--- src/tec_params.svh ---
// constants of the 16-bit timer/event counter
`ifndef TEC_PARAMS_SVH
`define TEC_PARAMS_SVH
// ****************************************
// register offsets
// ****************************************
`define TEC_OFF_MODE 8'h00
`define TEC_OFF_PRESC 8'h04
`define TEC_OFF_CCR 8'h08
`define TEC_OFF_CR1 8'h0C
`define TEC_OFF_CR2 8'h10
`define TEC_OFF_COUNT 8'h14
`define TEC_OFF_LAST 8'h14
// ****************************************
// field positions
// ****************************************
`define TEC_MODE_OVF 0
`define TEC_MODE_LO 2
`define TEC_MODE_HI 3
`define TEC_PRESC_SEL_LO 0
`define TEC_PRESC_SEL_HI 1
`define TEC_EDGE1_LO 4
`define TEC_EDGE1_HI 5
`define TEC_EDGE2_LO 6
`define TEC_EDGE2_HI 7
`define TEC_CCR_CAP1 0
`define TEC_CCR_CAP2 2
// ****************************************
// reset values and counts
// ****************************************
`define TEC_RST_16 16'h0000
`define TEC_RST_8 8'h00
`define TEC_MAX 16'hFFFF
`define TEC_DIV0 8'h01
`define TEC_DIV1 8'h04
`define TEC_DIV2 8'h10
`define TEC_RESP_OKAY 2'h0
`define TEC_RESP_SLVERR 2'h2
`endif

--- src/tec_pkg.sv ---
// types of the 16-bit timer/event counter
package tec_pkg;
    typedef enum logic [1:0] {
        TEC_STOP,
        TEC_CLR_EDGE,
        TEC_FREE,
        TEC_CLR_MATCH
    } tec_mode_t;

    typedef struct packed {
        logic en;
        logic [7:0] addr;
        logic [31:0] data;
        logic [3:0] strb;
    } tec_wr_t;
endpackage

--- src/tec_edge_det.sv ---
// valid-edge detector for one external pin
`timescale 1ns/1ps
module tec_edge_det (
    // clock and reset
    input wire logic aclk,
    input wire logic aresetn,
    input wire logic ce,
    // pin and edge select: 00 fall, 01 rise, 10 none, 11 both
    input wire logic pin,
    input wire logic [1:0] sel,
    // one-cycle event
    output logic evt
);
    import tec_pkg::*;
    logic prev_r, prev_nxt, evt_r, evt_nxt;

    always_comb begin
        prev_nxt = pin;
        unique case (sel)
            2'h0: evt_nxt = prev_r & ~pin;
            2'h1: evt_nxt = ~prev_r & pin;
            2'h2: evt_nxt = 1'b0;
            default: evt_nxt = prev_r ^ pin;
        endcase
    end

    always_ff @(posedge aclk) begin
        if (!aresetn) begin
            prev_r <= 1'b0;
            evt_r <= 1'b0;
        end else if (ce) begin
            prev_r <= prev_nxt;
            evt_r <= evt_nxt;
        end
    end

    assign evt = evt_r;
endmodule // tec_edge_det

--- src/tec_axil_slave.sv ---
// axi4-lite slave front end for the timer registers
`timescale 1ns/1ps
`include "tec_params.svh"
module tec_axil_slave (
    // clock and reset
    input wire logic aclk,
    input wire logic aresetn,
    input wire logic ce,
    // write channels
    input wire logic [7:0] s_axi_awaddr,
    input wire logic s_axi_awvalid,
    output logic s_axi_awready,
    input wire logic [31:0] s_axi_wdata,
    input wire logic [3:0] s_axi_wstrb,
    input wire logic s_axi_wvalid,
    output logic s_axi_wready,
    output logic [1:0] s_axi_bresp,
    output logic s_axi_bvalid,
    input wire logic s_axi_bready,
    // read channels
    input wire logic [7:0] s_axi_araddr,
    input wire logic s_axi_arvalid,
    output logic s_axi_arready,
    output logic [31:0] s_axi_rdata,
    output logic [1:0] s_axi_rresp,
    output logic s_axi_rvalid,
    input wire logic s_axi_rready,
    // register side
    output tec_pkg::tec_wr_t wr,
    output logic [7:0] rd_addr,
    input wire logic [31:0] rd_data
);
    import tec_pkg::*;
    logic aw_have_r, aw_have_nxt, w_have_r, w_have_nxt;
    logic [7:0] awaddr_r, awaddr_nxt;
    logic [31:0] wdata_r, wdata_nxt;
    logic [3:0] wstrb_r, wstrb_nxt;
    logic bvalid_r, bvalid_nxt, rvalid_r, rvalid_nxt;
    logic [1:0] bresp_r, bresp_nxt, rresp_r, rresp_nxt;
    logic [31:0] rdata_r, rdata_nxt;
    tec_wr_t wr_r, wr_nxt;
    logic awready_r, awready_nxt, wready_r, wready_nxt, arready_r, arready_nxt;

    function automatic logic hit(input logic [7:0] a);
        hit = (a[1:0] == 2'h0) && (a <= `TEC_OFF_LAST);
    endfunction

    always_comb begin
        aw_have_nxt = aw_have_r;
        w_have_nxt = w_have_r;
        awaddr_nxt = awaddr_r;
        wdata_nxt = wdata_r;
        wstrb_nxt = wstrb_r;
        bvalid_nxt = bvalid_r;
        bresp_nxt = bresp_r;
        rvalid_nxt = rvalid_r;
        rresp_nxt = rresp_r;
        rdata_nxt = rdata_r;
        wr_nxt = wr_r;
        wr_nxt.en = 1'b0;
        if (s_axi_awvalid && !aw_have_r) begin
            aw_have_nxt = 1'b1;
            awaddr_nxt = s_axi_awaddr;
        end
        if (s_axi_wvalid && !w_have_r) begin
            w_have_nxt = 1'b1;
            wdata_nxt = s_axi_wdata;
            wstrb_nxt = s_axi_wstrb;
        end
        if (bvalid_r && s_axi_bready) begin
            bvalid_nxt = 1'b0;
        end
        if (aw_have_r && w_have_r && !bvalid_r) begin
            aw_have_nxt = 1'b0;
            w_have_nxt = 1'b0;
            bvalid_nxt = 1'b1;
            bresp_nxt = hit(awaddr_r) ? `TEC_RESP_OKAY : `TEC_RESP_SLVERR;
            wr_nxt.en = hit(awaddr_r);
            wr_nxt.addr = awaddr_r;
            wr_nxt.data = wdata_r;
            wr_nxt.strb = wstrb_r;
        end
        if (rvalid_r && s_axi_rready) begin
            rvalid_nxt = 1'b0;
        end
        if (s_axi_arvalid && !rvalid_r) begin
            rvalid_nxt = 1'b1;
            rdata_nxt = hit(s_axi_araddr) ? rd_data : 32'h00000000;
            rresp_nxt = hit(s_axi_araddr) ? `TEC_RESP_OKAY : `TEC_RESP_SLVERR;
        end
        awready_nxt = !aw_have_nxt;
        wready_nxt = !w_have_nxt;
        arready_nxt = !rvalid_nxt;
    end

    always_ff @(posedge aclk) begin
        if (!aresetn) begin
            aw_have_r <= 1'b0;
            w_have_r <= 1'b0;
            awaddr_r <= `TEC_RST_8;
            wdata_r <= 32'h00000000;
            wstrb_r <= 4'h0;
            bvalid_r <= 1'b0;
            bresp_r <= `TEC_RESP_OKAY;
            rvalid_r <= 1'b0;
            rresp_r <= `TEC_RESP_OKAY;
            rdata_r <= 32'h00000000;
            wr_r <= '0;
            awready_r <= 1'b1;
            wready_r <= 1'b1;
            arready_r <= 1'b1;
        end else if (ce) begin
            awready_r <= awready_nxt;
            wready_r <= wready_nxt;
            arready_r <= arready_nxt;
            aw_have_r <= aw_have_nxt;
            w_have_r <= w_have_nxt;
            awaddr_r <= awaddr_nxt;
            wdata_r <= wdata_nxt;
            wstrb_r <= wstrb_nxt;
            bvalid_r <= bvalid_nxt;
            bresp_r <= bresp_nxt;
            rvalid_r <= rvalid_nxt;
            rresp_r <= rresp_nxt;
            rdata_r <= rdata_nxt;
            wr_r <= wr_nxt;
        end
    end

    assign s_axi_awready = awready_r;
    assign s_axi_wready = wready_r;
    assign s_axi_bvalid = bvalid_r;
    assign s_axi_bresp = bresp_r;
    assign s_axi_arready = arready_r;
    assign s_axi_rvalid = rvalid_r;
    assign s_axi_rresp = rresp_r;
    assign s_axi_rdata = rdata_r;
    assign wr = wr_r;
    assign rd_addr = s_axi_araddr;
endmodule // tec_axil_slave

--- src/tec_timer.sv ---
// 16-bit timer/event counter with two capture/compare registers
//
// Our own choices: the AXI4-Lite slave port and the placing of the registers.
`timescale 1ns/1ps
`include "tec_params.svh"
module tec_timer #(
    parameter int CNT_W = 16
) (
    // clock, reset, enable
    input wire logic aclk,
    input wire logic aresetn,
    input wire logic ce,
    // axi4-lite write
    input wire logic [7:0] s_axi_awaddr,
    input wire logic s_axi_awvalid,
    output logic s_axi_awready,
    input wire logic [31:0] s_axi_wdata,
    input wire logic [3:0] s_axi_wstrb,
    input wire logic s_axi_wvalid,
    output logic s_axi_wready,
    output logic [1:0] s_axi_bresp,
    output logic s_axi_bvalid,
    input wire logic s_axi_bready,
    // axi4-lite read
    input wire logic [7:0] s_axi_araddr,
    input wire logic s_axi_arvalid,
    output logic s_axi_arready,
    output logic [31:0] s_axi_rdata,
    output logic [1:0] s_axi_rresp,
    output logic s_axi_rvalid,
    input wire logic s_axi_rready,
    // external pins
    input wire logic edge_input_first,
    input wire logic edge_input_second,
    // status and events
    output logic [CNT_W-1:0] count_value,
    output logic overflow_flag,
    output logic match_capture_irq,
    output logic second_match_irq
);
    import tec_pkg::*;
    tec_wr_t wr;
    logic [7:0] rd_addr;
    logic [31:0] rd_data;
    logic ev1, ev2;
    // ****************************************
    // state
    // ****************************************
    tec_mode_t mode_r, mode_nxt;
    logic [7:0] prm_r, prm_nxt, ccr_r, ccr_nxt, pre_r, pre_nxt, div;
    logic [CNT_W-1:0] cnt_r, cnt_nxt, cr1_r, cr1_nxt, cr2_r, cr2_nxt;
    logic ovf_r, ovf_nxt, hold_r, hold_nxt;
    logic clrp_r, clrp_nxt, cap1p_r, cap1p_nxt, cap2p_r, cap2p_nxt;
    logic irqp1_r, irqp1_nxt, irqp2_r, irqp2_nxt;
    logic irq1_r, irq1_nxt, irq2_r, irq2_nxt;
    logic run, ext, tick, clr_eff, cap1_eff, cap2_eff, wrap;

    tec_axil_slave u_bus (
        .aclk(aclk), .aresetn(aresetn), .ce(ce),
        .s_axi_awaddr(s_axi_awaddr), .s_axi_awvalid(s_axi_awvalid),
        .s_axi_awready(s_axi_awready), .s_axi_wdata(s_axi_wdata),
        .s_axi_wstrb(s_axi_wstrb), .s_axi_wvalid(s_axi_wvalid),
        .s_axi_wready(s_axi_wready), .s_axi_bresp(s_axi_bresp),
        .s_axi_bvalid(s_axi_bvalid), .s_axi_bready(s_axi_bready),
        .s_axi_araddr(s_axi_araddr), .s_axi_arvalid(s_axi_arvalid),
        .s_axi_arready(s_axi_arready), .s_axi_rdata(s_axi_rdata),
        .s_axi_rresp(s_axi_rresp), .s_axi_rvalid(s_axi_rvalid),
        .s_axi_rready(s_axi_rready),
        .wr(wr), .rd_addr(rd_addr), .rd_data(rd_data)
    );

    tec_edge_det u_edge1 (
        .aclk(aclk), .aresetn(aresetn), .ce(ce), .pin(edge_input_first),
        .sel(prm_r[`TEC_EDGE1_HI:`TEC_EDGE1_LO]), .evt(ev1)
    );

    tec_edge_det u_edge2 (
        .aclk(aclk), .aresetn(aresetn), .ce(ce), .pin(edge_input_second),
        .sel(prm_r[`TEC_EDGE2_HI:`TEC_EDGE2_LO]), .evt(ev2)
    );

    function automatic logic [15:0] merge16(input logic [15:0] old,
            input logic [31:0] d, input logic [3:0] s);
        merge16 = old;
        if (s[0]) merge16[7:0] = d[7:0];
        if (s[1]) merge16[15:8] = d[15:8];
    endfunction

    // ****************************************
    // read mux
    // ****************************************
    always_comb begin
        rd_data = 32'h00000000;
        unique case (rd_addr)
            `TEC_OFF_MODE: rd_data = {28'h0000000, mode_r, 1'b0, ovf_r};
            `TEC_OFF_PRESC: rd_data = {24'h000000, prm_r};
            `TEC_OFF_CCR: rd_data = {24'h000000, ccr_r};
            `TEC_OFF_CR1: rd_data = {16'h0000, cr1_r};
            `TEC_OFF_CR2: rd_data = {16'h0000, cr2_r};
            `TEC_OFF_COUNT: rd_data = {16'h0000, cnt_r};
            default: rd_data = 32'h00000000;
        endcase
    end

    // ****************************************
    // count clock and counter
    // ****************************************
    always_comb begin
        run = (mode_r != TEC_STOP);
        ext = (prm_r[`TEC_PRESC_SEL_HI:`TEC_PRESC_SEL_LO] == 2'h3);
        unique case (prm_r[`TEC_PRESC_SEL_HI:`TEC_PRESC_SEL_LO])
            2'h0: div = `TEC_DIV0;
            2'h1: div = `TEC_DIV1;
            default: div = `TEC_DIV2;
        endcase
        tick = run && (ext ? ev1 : (pre_r == div - 8'h01));
        clr_eff = clrp_r | (ev1 && mode_r == TEC_CLR_EDGE);
        cap1_eff = cap1p_r | (ev2 && ccr_r[`TEC_CCR_CAP1]);
        cap2_eff = cap2p_r | (ev1 && ccr_r[`TEC_CCR_CAP2]);
        wrap = (cnt_r == `TEC_MAX);
        mode_nxt = mode_r;
        prm_nxt = prm_r;
        ccr_nxt = ccr_r;
        cr1_nxt = cr1_r;
        cr2_nxt = cr2_r;
        ovf_nxt = ovf_r;
        hold_nxt = hold_r;
        pre_nxt = (tick || ext) ? `TEC_RST_8 : pre_r + 8'h01;
        cnt_nxt = cnt_r;
        clrp_nxt = clr_eff;
        cap1p_nxt = cap1_eff;
        cap2p_nxt = cap2_eff;
        irqp1_nxt = irqp1_r;
        irqp2_nxt = irqp2_r;
        irq1_nxt = 1'b0;
        irq2_nxt = 1'b0;
        if (wr.en) begin
            unique case (wr.addr)
                `TEC_OFF_MODE: if (wr.strb[0]) begin
                    mode_nxt = tec_mode_t'(wr.data[`TEC_MODE_HI:`TEC_MODE_LO]);
                    ovf_nxt = wr.data[`TEC_MODE_OVF];
                end
                `TEC_OFF_PRESC: if (wr.strb[0]) prm_nxt = wr.data[7:0];
                `TEC_OFF_CCR: if (wr.strb[0]) ccr_nxt = wr.data[7:0];
                `TEC_OFF_CR1: cr1_nxt = merge16(cr1_r, wr.data, wr.strb);
                `TEC_OFF_CR2: cr2_nxt = merge16(cr2_r, wr.data, wr.strb);
                default: ;
            endcase
        end
        if (hold_r) begin
            ovf_nxt = 1'b1;
        end
        if (!run) begin
            pre_nxt = `TEC_RST_8;
            cnt_nxt = `TEC_RST_16;
            hold_nxt = 1'b0;
            clrp_nxt = 1'b0;
            cap1p_nxt = 1'b0;
            cap2p_nxt = 1'b0;
            irqp1_nxt = 1'b0;
            irqp2_nxt = 1'b0;
        end else if (tick) begin
            hold_nxt = 1'b0;
            clrp_nxt = 1'b0;
            cap1p_nxt = 1'b0;
            cap2p_nxt = 1'b0;
            if ((mode_r == TEC_CLR_MATCH && cnt_r == cr1_r) ||
                    (mode_r == TEC_CLR_EDGE && clr_eff)) begin
                cnt_nxt = `TEC_RST_16;
            end else begin
                cnt_nxt = cnt_r + 16'h0001;
            end
            if (wrap) begin
                ovf_nxt = 1'b1;
                hold_nxt = 1'b1;
            end
            irq1_nxt = irqp1_r || (!ccr_r[`TEC_CCR_CAP1] && cnt_r == cr1_r);
            irq2_nxt = irqp2_r || (!ccr_r[`TEC_CCR_CAP2] && cnt_r == cr2_r);
            irqp1_nxt = cap1_eff;
            irqp2_nxt = cap2_eff;
            if (cap1_eff) begin
                cr1_nxt = cnt_r;
            end
            if (cap2_eff) begin
                cr2_nxt = cnt_r;
            end
        end
    end

    always_ff @(posedge aclk) begin
        if (!aresetn) begin
            mode_r <= TEC_STOP;
            prm_r <= `TEC_RST_8;
            ccr_r <= `TEC_RST_8;
            pre_r <= `TEC_RST_8;
            cnt_r <= `TEC_RST_16;
            cr1_r <= `TEC_RST_16;
            cr2_r <= `TEC_RST_16;
            ovf_r <= 1'b0;
            hold_r <= 1'b0;
            clrp_r <= 1'b0;
            cap1p_r <= 1'b0;
            cap2p_r <= 1'b0;
            irqp1_r <= 1'b0;
            irqp2_r <= 1'b0;
            irq1_r <= 1'b0;
            irq2_r <= 1'b0;
        end else if (ce) begin
            mode_r <= mode_nxt;
            prm_r <= prm_nxt;
            ccr_r <= ccr_nxt;
            pre_r <= pre_nxt;
            cnt_r <= cnt_nxt;
            cr1_r <= cr1_nxt;
            cr2_r <= cr2_nxt;
            ovf_r <= ovf_nxt;
            hold_r <= hold_nxt;
            clrp_r <= clrp_nxt;
            cap1p_r <= cap1p_nxt;
            cap2p_r <= cap2p_nxt;
            irqp1_r <= irqp1_nxt;
            irqp2_r <= irqp2_nxt;
            irq1_r <= irq1_nxt;
            irq2_r <= irq2_nxt;
        end
    end

    assign count_value = cnt_r;
    assign overflow_flag = ovf_r;
    assign match_capture_irq = irq1_r;
    assign second_match_irq = irq2_r;
endmodule // tec_timer

--- config.mk ---
export PLATFORM = sky130hd
export DESIGN_NAME = tec_timer
export DESIGN_NICKNAME = d
export VERILOG_FILES = /design/src/tec_pkg.sv /design/src/tec_edge_det.sv /design/src/tec_axil_slave.sv /design/src/tec_timer.sv
export VERILOG_INCLUDE_DIRS = /design/src /design/src/src
export SDC_FILE = /design/constraint.sdc
export NUM_CORES = 1
export LEC_CHECK = 0
export ABC_AREA = 1
export BUFFER_PORTS_ARGS = -buffer_cell sky130_fd_sc_hd__buf_4
export CORE_ASPECT_RATIO = 2
export CORE_MARGIN = 8
export CORE_UTILIZATION = 55
export CTS_CLUSTER_SIZE = 12
export DETAILED_ROUTE_END_ITERATION = 7
export GPL_ROUTABILITY_DRIVEN = 0
export HOLD_SLACK_MARGIN = 0.05
export PLACE_DENSITY = 0.82
export SLEW_MARGIN = 10
export SYNTH_ARGS = -nofsm -noshare
export SYNTH_HDL_FRONTEND = slang
export SYNTH_HIERARCHICAL = 1
export SYNTH_SLANG_ARGS = --single-unit
--- constraint.sdc ---
create_clock -name aclk -period 2.1 [get_ports aclk]
set_clock_uncertainty 0.2 [all_clocks]
set_input_delay 0 -clock aclk [delete_from_list [all_inputs] [get_ports aclk]]
set_output_delay 0 -clock aclk [all_outputs]
set_load 0.02 [all_outputs]
### Word-level counts from Yosys, hierarchy flattened

Index checks and enable logic that the tools add are counted.
W data, S select, Z words.

| operators by class | value |
|---|---|
| add/subtract/negate cells | 3 |
| bitwise operators | 13 |
| reductions and logical operators | 48 |
| mux-type cells | 60 |
| equality and inequality tests | 22 |
| order comparisons | 2 |

Operators with widths:

| operator | count |
|---|---|
| $mux W16 | 14 |
| $pmux W16 S6 | 1 |
| $mux W8 | 6 |
| $mux W45 | 1 |
| $mux W1 | 33 |
| $eq A16 B16 Y1 | 2 |
| $eq A8 B4 Y1 const B | 4 |
| $eq A8 B5 Y1 const B | 3 |
| $logic_and A1 B1 Y1 | 17 |
| $add A16 B1 Y16 const B | 1 |
| $eq A16 B16 Y1 const B | 1 |
| $eq A8 B3 Y1 const B | 2 |
| $le A8 B5 Y1 const B | 2 |
| $logic_not A8 Y1 | 2 |
| $reduce_and A2 Y1 | 6 |
| $reduce_and A4 Y1 | 3 |
| $logic_not A2 Y1 | 5 |
| $pmux W5 S2 | 1 |
| $logic_not A1 Y1 | 9 |
| $add A8 B1 Y8 const B | 1 |
| $eq A2 B1 Y1 const B | 4 |
| $eq A2 B2 Y1 const B | 4 |
| $eq A8 B8 Y1 | 1 |
| $sub A8 B1 Y8 const B | 1 |
| 9 further kinds | 24 |

| storage, ports and cells | value |
|---|---|
| word-level logic and storage cells | 185 |
| flip-flop bits (word level) | 219 |

### Depth between registers and ports, before layout

| depth | value |
|---|---|
| depth after elaboration | 9 |
| depth in mapped cells | 15 |
| depth with buffers taken out | 14 |

### Hierarchy

The synthesis kept the hierarchy.

By module, submodules not included:

| module | area an instance (um2) | seq. area each (um2) | cells each | instances |
|---|---|---|---|---|
| tec_timer | 5,420.2 | 1,661.6 | 860 | 1 |
| tec_axil_slave | 4,849.7 | 2,602.5 | 661 | 1 |
| tec_edge_det | 130.1 | 40.0 | 19 | 2 |

### Worst setup path before layout

OpenSTA, ideal clock, no wires.

| timing | value |
|---|---|
| path type | reg-to-reg |
| from | register cnt_r[0] (netlist: count_value[0]) |
| to | register ovf_r (netlist: overflow_flag) |
| period minus slack after synthesis | 1.837 ns |
| path buffers | 0 |
| setup slack | 0.263 ns |
| arrival | 1.567 ns |
| cell stages (with the launch flop) | 12 |
| cell sequence | dfxtp_1 -> ha_1 -> nand3_1 -> nor2_1 -> nand2_1 -> inv_2 -> nand2_1 -> nor3_2 -> nand2_1 -> nand2_1 -> nand2_1 -> a21oi_1 |

| between the ends | value |
|---|---|
| cells in the longest elaborated chain, start to end | 4 |

Ends and longest elaborated chain:

| element | RTL line | source |
|---|---|---|
| start: declaration | tec_timer.sv:51 | `logic [CNT_W-1:0] cnt_r, cnt_nxt, cr1_r, cr1_nxt, cr2_r, cr2_nxt;` |
| start signal: assignment | tec_timer.sv:196 | `` cnt_r <= `TEC_RST_16; `` |
| start signal: assignment | tec_timer.sv:213 | `cnt_r <= cnt_nxt;` |
| $eq A16 B16 Y1 (no source line) | -- |  |
| $mux W1 | tec_timer.sv:173 | `if (wrap) begin` |
| $mux W1 | tec_timer.sv:162 | `end else if (tick) begin` |
| $mux W1 | tec_timer.sv:153 | `if (!run) begin` |
| end signal: assignment | tec_timer.sv:216 | `ovf_r <= ovf_nxt;` |
| end: declaration | tec_timer.sv:52 | `logic ovf_r, ovf_nxt, hold_r, hold_nxt;` |

Every way passes these cells.
A chain may end at the register's enable or synchronous reset.

### Final worst setup path

| timing | value |
|---|---|
| from | register u_bus.wr_r, in the netlist u_bus/wr[40] |
| to | register cr2_r[4] |

| between the ends | value |
|---|---|
| cells in the longest elaborated chain, start to end | 6 |

Ends and longest elaborated chain:

| element | RTL line | source |
|---|---|---|
| start: declaration | tec_axil_slave.sv:41 | `tec_wr_t wr_r, wr_nxt;` |
| start signal: assignment | tec_axil_slave.sv:126 | `wr_r <= wr_nxt;` |
| $eq A8 B5 Y1 (*) | tec_timer.sv:138 | `unique case (wr.addr)` |
| $mux W16 (*) | tec_timer.sv:138 |  |
| $mux W16 (*) | tec_timer.sv:137 | `if (wr.en) begin` |
| $mux W16 | tec_timer.sv:184 | `if (cap2_eff) begin` |
| $mux W16 | tec_timer.sv:162 |  |
| $mux W16 (*) | tec_timer.sv:153 |  |
| end signal: assignment | tec_timer.sv:198 | `` cr2_r <= `TEC_RST_16; `` |
| end signal: assignment | tec_timer.sv:215 | `cr2_r <= cr2_nxt;` |
| end: declaration | tec_timer.sv:51 |  |

Every way passes the cells marked *; elsewhere a longest branch is shown, timed or not.

==> results.md <==
* Register share of total power at 47.2%
* Place WS at -31.2 ps
* Iter 0 DRT Violations at just under 700
* YS warnings at 6
* Static leakage at between 4 and 5 nW
* Fillers at about 1300
* Hold slack at 81.0 ps
* CP Cell Sequence: inv_1 -> nor3_2 -> nand3_1 -> a21oi_1 -> nand2_1 -> o211ai_1 -> a21oi_1
* Gr usage total at ~28%
* Status: complete, no violations
* Total Power at around 0.0075 W
* Antenna violations before repair at 0
* Area delta synth->final at 28.5%
* Largest net degree at the start of global routing at 49
* # IOs at 122
* Clock Root Buffer: clkbuf_16
* DP Cell Count at around 1700
* Crit Path Max Fanout at 8
* Vias per cell at 5.49
* DRC errors left at 0
* H-tree levels at 4
* Synthesized cell area at around 9300 um2
* Fin area at 12000 um2
* IO buf count at 101
* Delay-heaviest family, CP: simple AND/OR/NAND/NOR gates
* Crit-path most repeated cell: a21oi_1
* Sw Pwr at around 0.0021 W
* Post-synthesis cell count at ~1400
* CP max stage delay at 400 ps
* Cell-internal power at 0.00544 W
* CP endpoint kind: flop
* Routed vias at 10100
* Worst EP arrival at approximately 2200 ps
* Fraction of power consumed by combinational cells at a little under a tenth
* Worst-Skew Late Latency at ~440 ps
* Switching Fraction at about 28%
* Share of layout cells above drive strength 1 at 16.3%
* Achievable frequency at slightly below 500 MHz
* Maximum vdd drop at ~0.55 mV
* Minimum clock period at a little over 2000 ps
* Max_slew headroom at 59.2%
* Slew Viols, Final at 0
* Slack of the critical path at between 60 and 70 ps
* Final Net Count at approximately 1700
* Clock sinks at approximately 180
* Post-DP HPWL at ~20 mm
* Number of routed nets with antenna violations at 0
* FP Rows at 67
* Pre-antenna DRT Iters at 8
* Clock buffer depth at 2
* First-pass GRT wire length at 48.7 mm
* Worst Tran Pin Value at 612 ps
* Pwr/cell area at approximately 630 nW/um2
* Chip height at 200 um
* DRT Wirelength at between 30 and 40 mm
* Core area at approximately 17000 um2
* CP Buf/Inv Count at 1
* Hold/Removal Path Class: in2reg
* DR WL/cell at 16.5 um
* Die X at around 110 um
* Max-capacitance violation count at 0
* Initial Utilization at between 50% and 60%
* Setup CP Type: reg2reg
* Worst-path clk slew at ~80 ps
* Placed cell areas at around 11000 um2
* Endpoints failing setup at 0
* GRT overflow at 0
* Worst Path Required at 2220 ps
* CP max-delay cell: dfxtp_1
* Fin crit share at 96.9%
* Post-synthesis average cell area at approximately 6.6 um2
* CTS tree: yes
* Endpoints failing hold at 0
* DIE AREA at between 20000 and 25000 um2
* Vias in the first global route at slightly above 10000
* Fin cells at 1836
* Antenna Cells at 0
* CTS Buf Count at 17
* Startpoint type of the worst setup path: flop
* Clock share of power at ~43%
-- layout by cell type, fill, tap and decap left out, types with 3 or more instances in the layout --
cell,n
nand2_2,11
nor2_1,253
xnor2_1,4
nand4_1,8
dfxtp_2,3
nand3_1,54
o211ai_1,30
nor3_4,4
nand2_1,320
xor2_1,14
clkinv_1,4
a211oi_1,8
ha_1,6
o21ai_1,19
inv_1,153
conb_1,18
inv_8,6
buf_12,4
nor2_2,6
o21ai_0,100
nor3_1,12
dfxtp_1,176
a21oi_1,87
dlygate4sd3_1,81
clkbuf_16,17
inv_2,20
o22ai_1,5
o211ai_2,10
buf_4,158
o221ai_1,4
-- registers in the layout, indices dropped and copies added, names as in the netlist, 8 cells and up --
name	count
u_bus/s_axi_rdata	32
cr2_r	16
ccr_r	8
u_bus/awaddr_r	8
pre_r	8
prm_r	8
u_bus/wr	27
cr1_r	16
count_value	16
u_bus/wdata_r	16
-- power groups by stage --
stage | Combinational (W) | Sequential (W) | Clock, W
after floorplan | 0.000328 | 0.00366 | 0
after global placement | 0.000533 | 0.00364 | 0
after detailed placement | 0.000543 | 0.00364 | 0
after CTS | 0.000675 | 0.00356 | 0.00330
after global routing | 0.000772 | 0.00357 | 0.00346
final | 0.000710 | 0.00356 | 0.00327
-- area by class of cell --
| type | instances | area (um2) | share of cell area [%] |
|---|---|---|---|
| Tap cell | 207 | 259 | 2.16 |
| Inverter | 177 | 664 | 5.54 |
| Timing Repair Buffer | 244 | 2090 | 17.4 |
| Sequential cell | 181 | 3630 | 30.3 |
| Multi-Input combinational cell | 995 | 4740 | 39.6 |
| Clock buffer | 17 | 425 | 3.55 |
| Clock inverter | 15 | 174 | 1.45 |
-- per-stage QoR --
stage / utilization (%) / TNS [ps]
floorplan: - / 0
global placement: 63.2 / 0
detailed placement: 63.2 / -31.2
CTS: 71.5 / 0
global route: 71.9 / -8.09
finish: 71.9 / 0
-- per-layer routing --
| layer | global-route usage [%] | wire length [um] |
|---|---|---|
| met2 | 48.4 | 15200 |
| met5 | 0 | 0 |
| met3 | 6.33 | 2260 |
| met1 | 27.0 | 10300 |
| met4 | 23.1 | 2540 |
-- final timing paths --
kind              cells after the start                 end  slack (ps)               start
hold / removal                        5            prm_r[0]          80                  ce
hold reg to reg                       2  u_bus/s_axi_wready         260  u_bus/s_axi_wready
setup reg to reg                      7            cr2_r[4]          70        u_bus/wr[40]
setup / recovery                      7            cr2_r[4]          70        u_bus/wr[40]
-- tightest hold or removal path, cell delays in order --
cell and delay (ps):
buf_4 180, nand2_1 120, nor4_4 60, buf_4 180, a21oi_1 140
-- what timing repair did --
action                                 in CTS  in global routing
pin swaps                                   0                  1
hold buffers                               79                  5
resized for setup                           2                 11
setup endpoints to repair                   1                 20
endpoints found under the hold margin     110                  3
buffers inserted                            0                  0
Note: power is estimated with default switching activity, not from simulation.
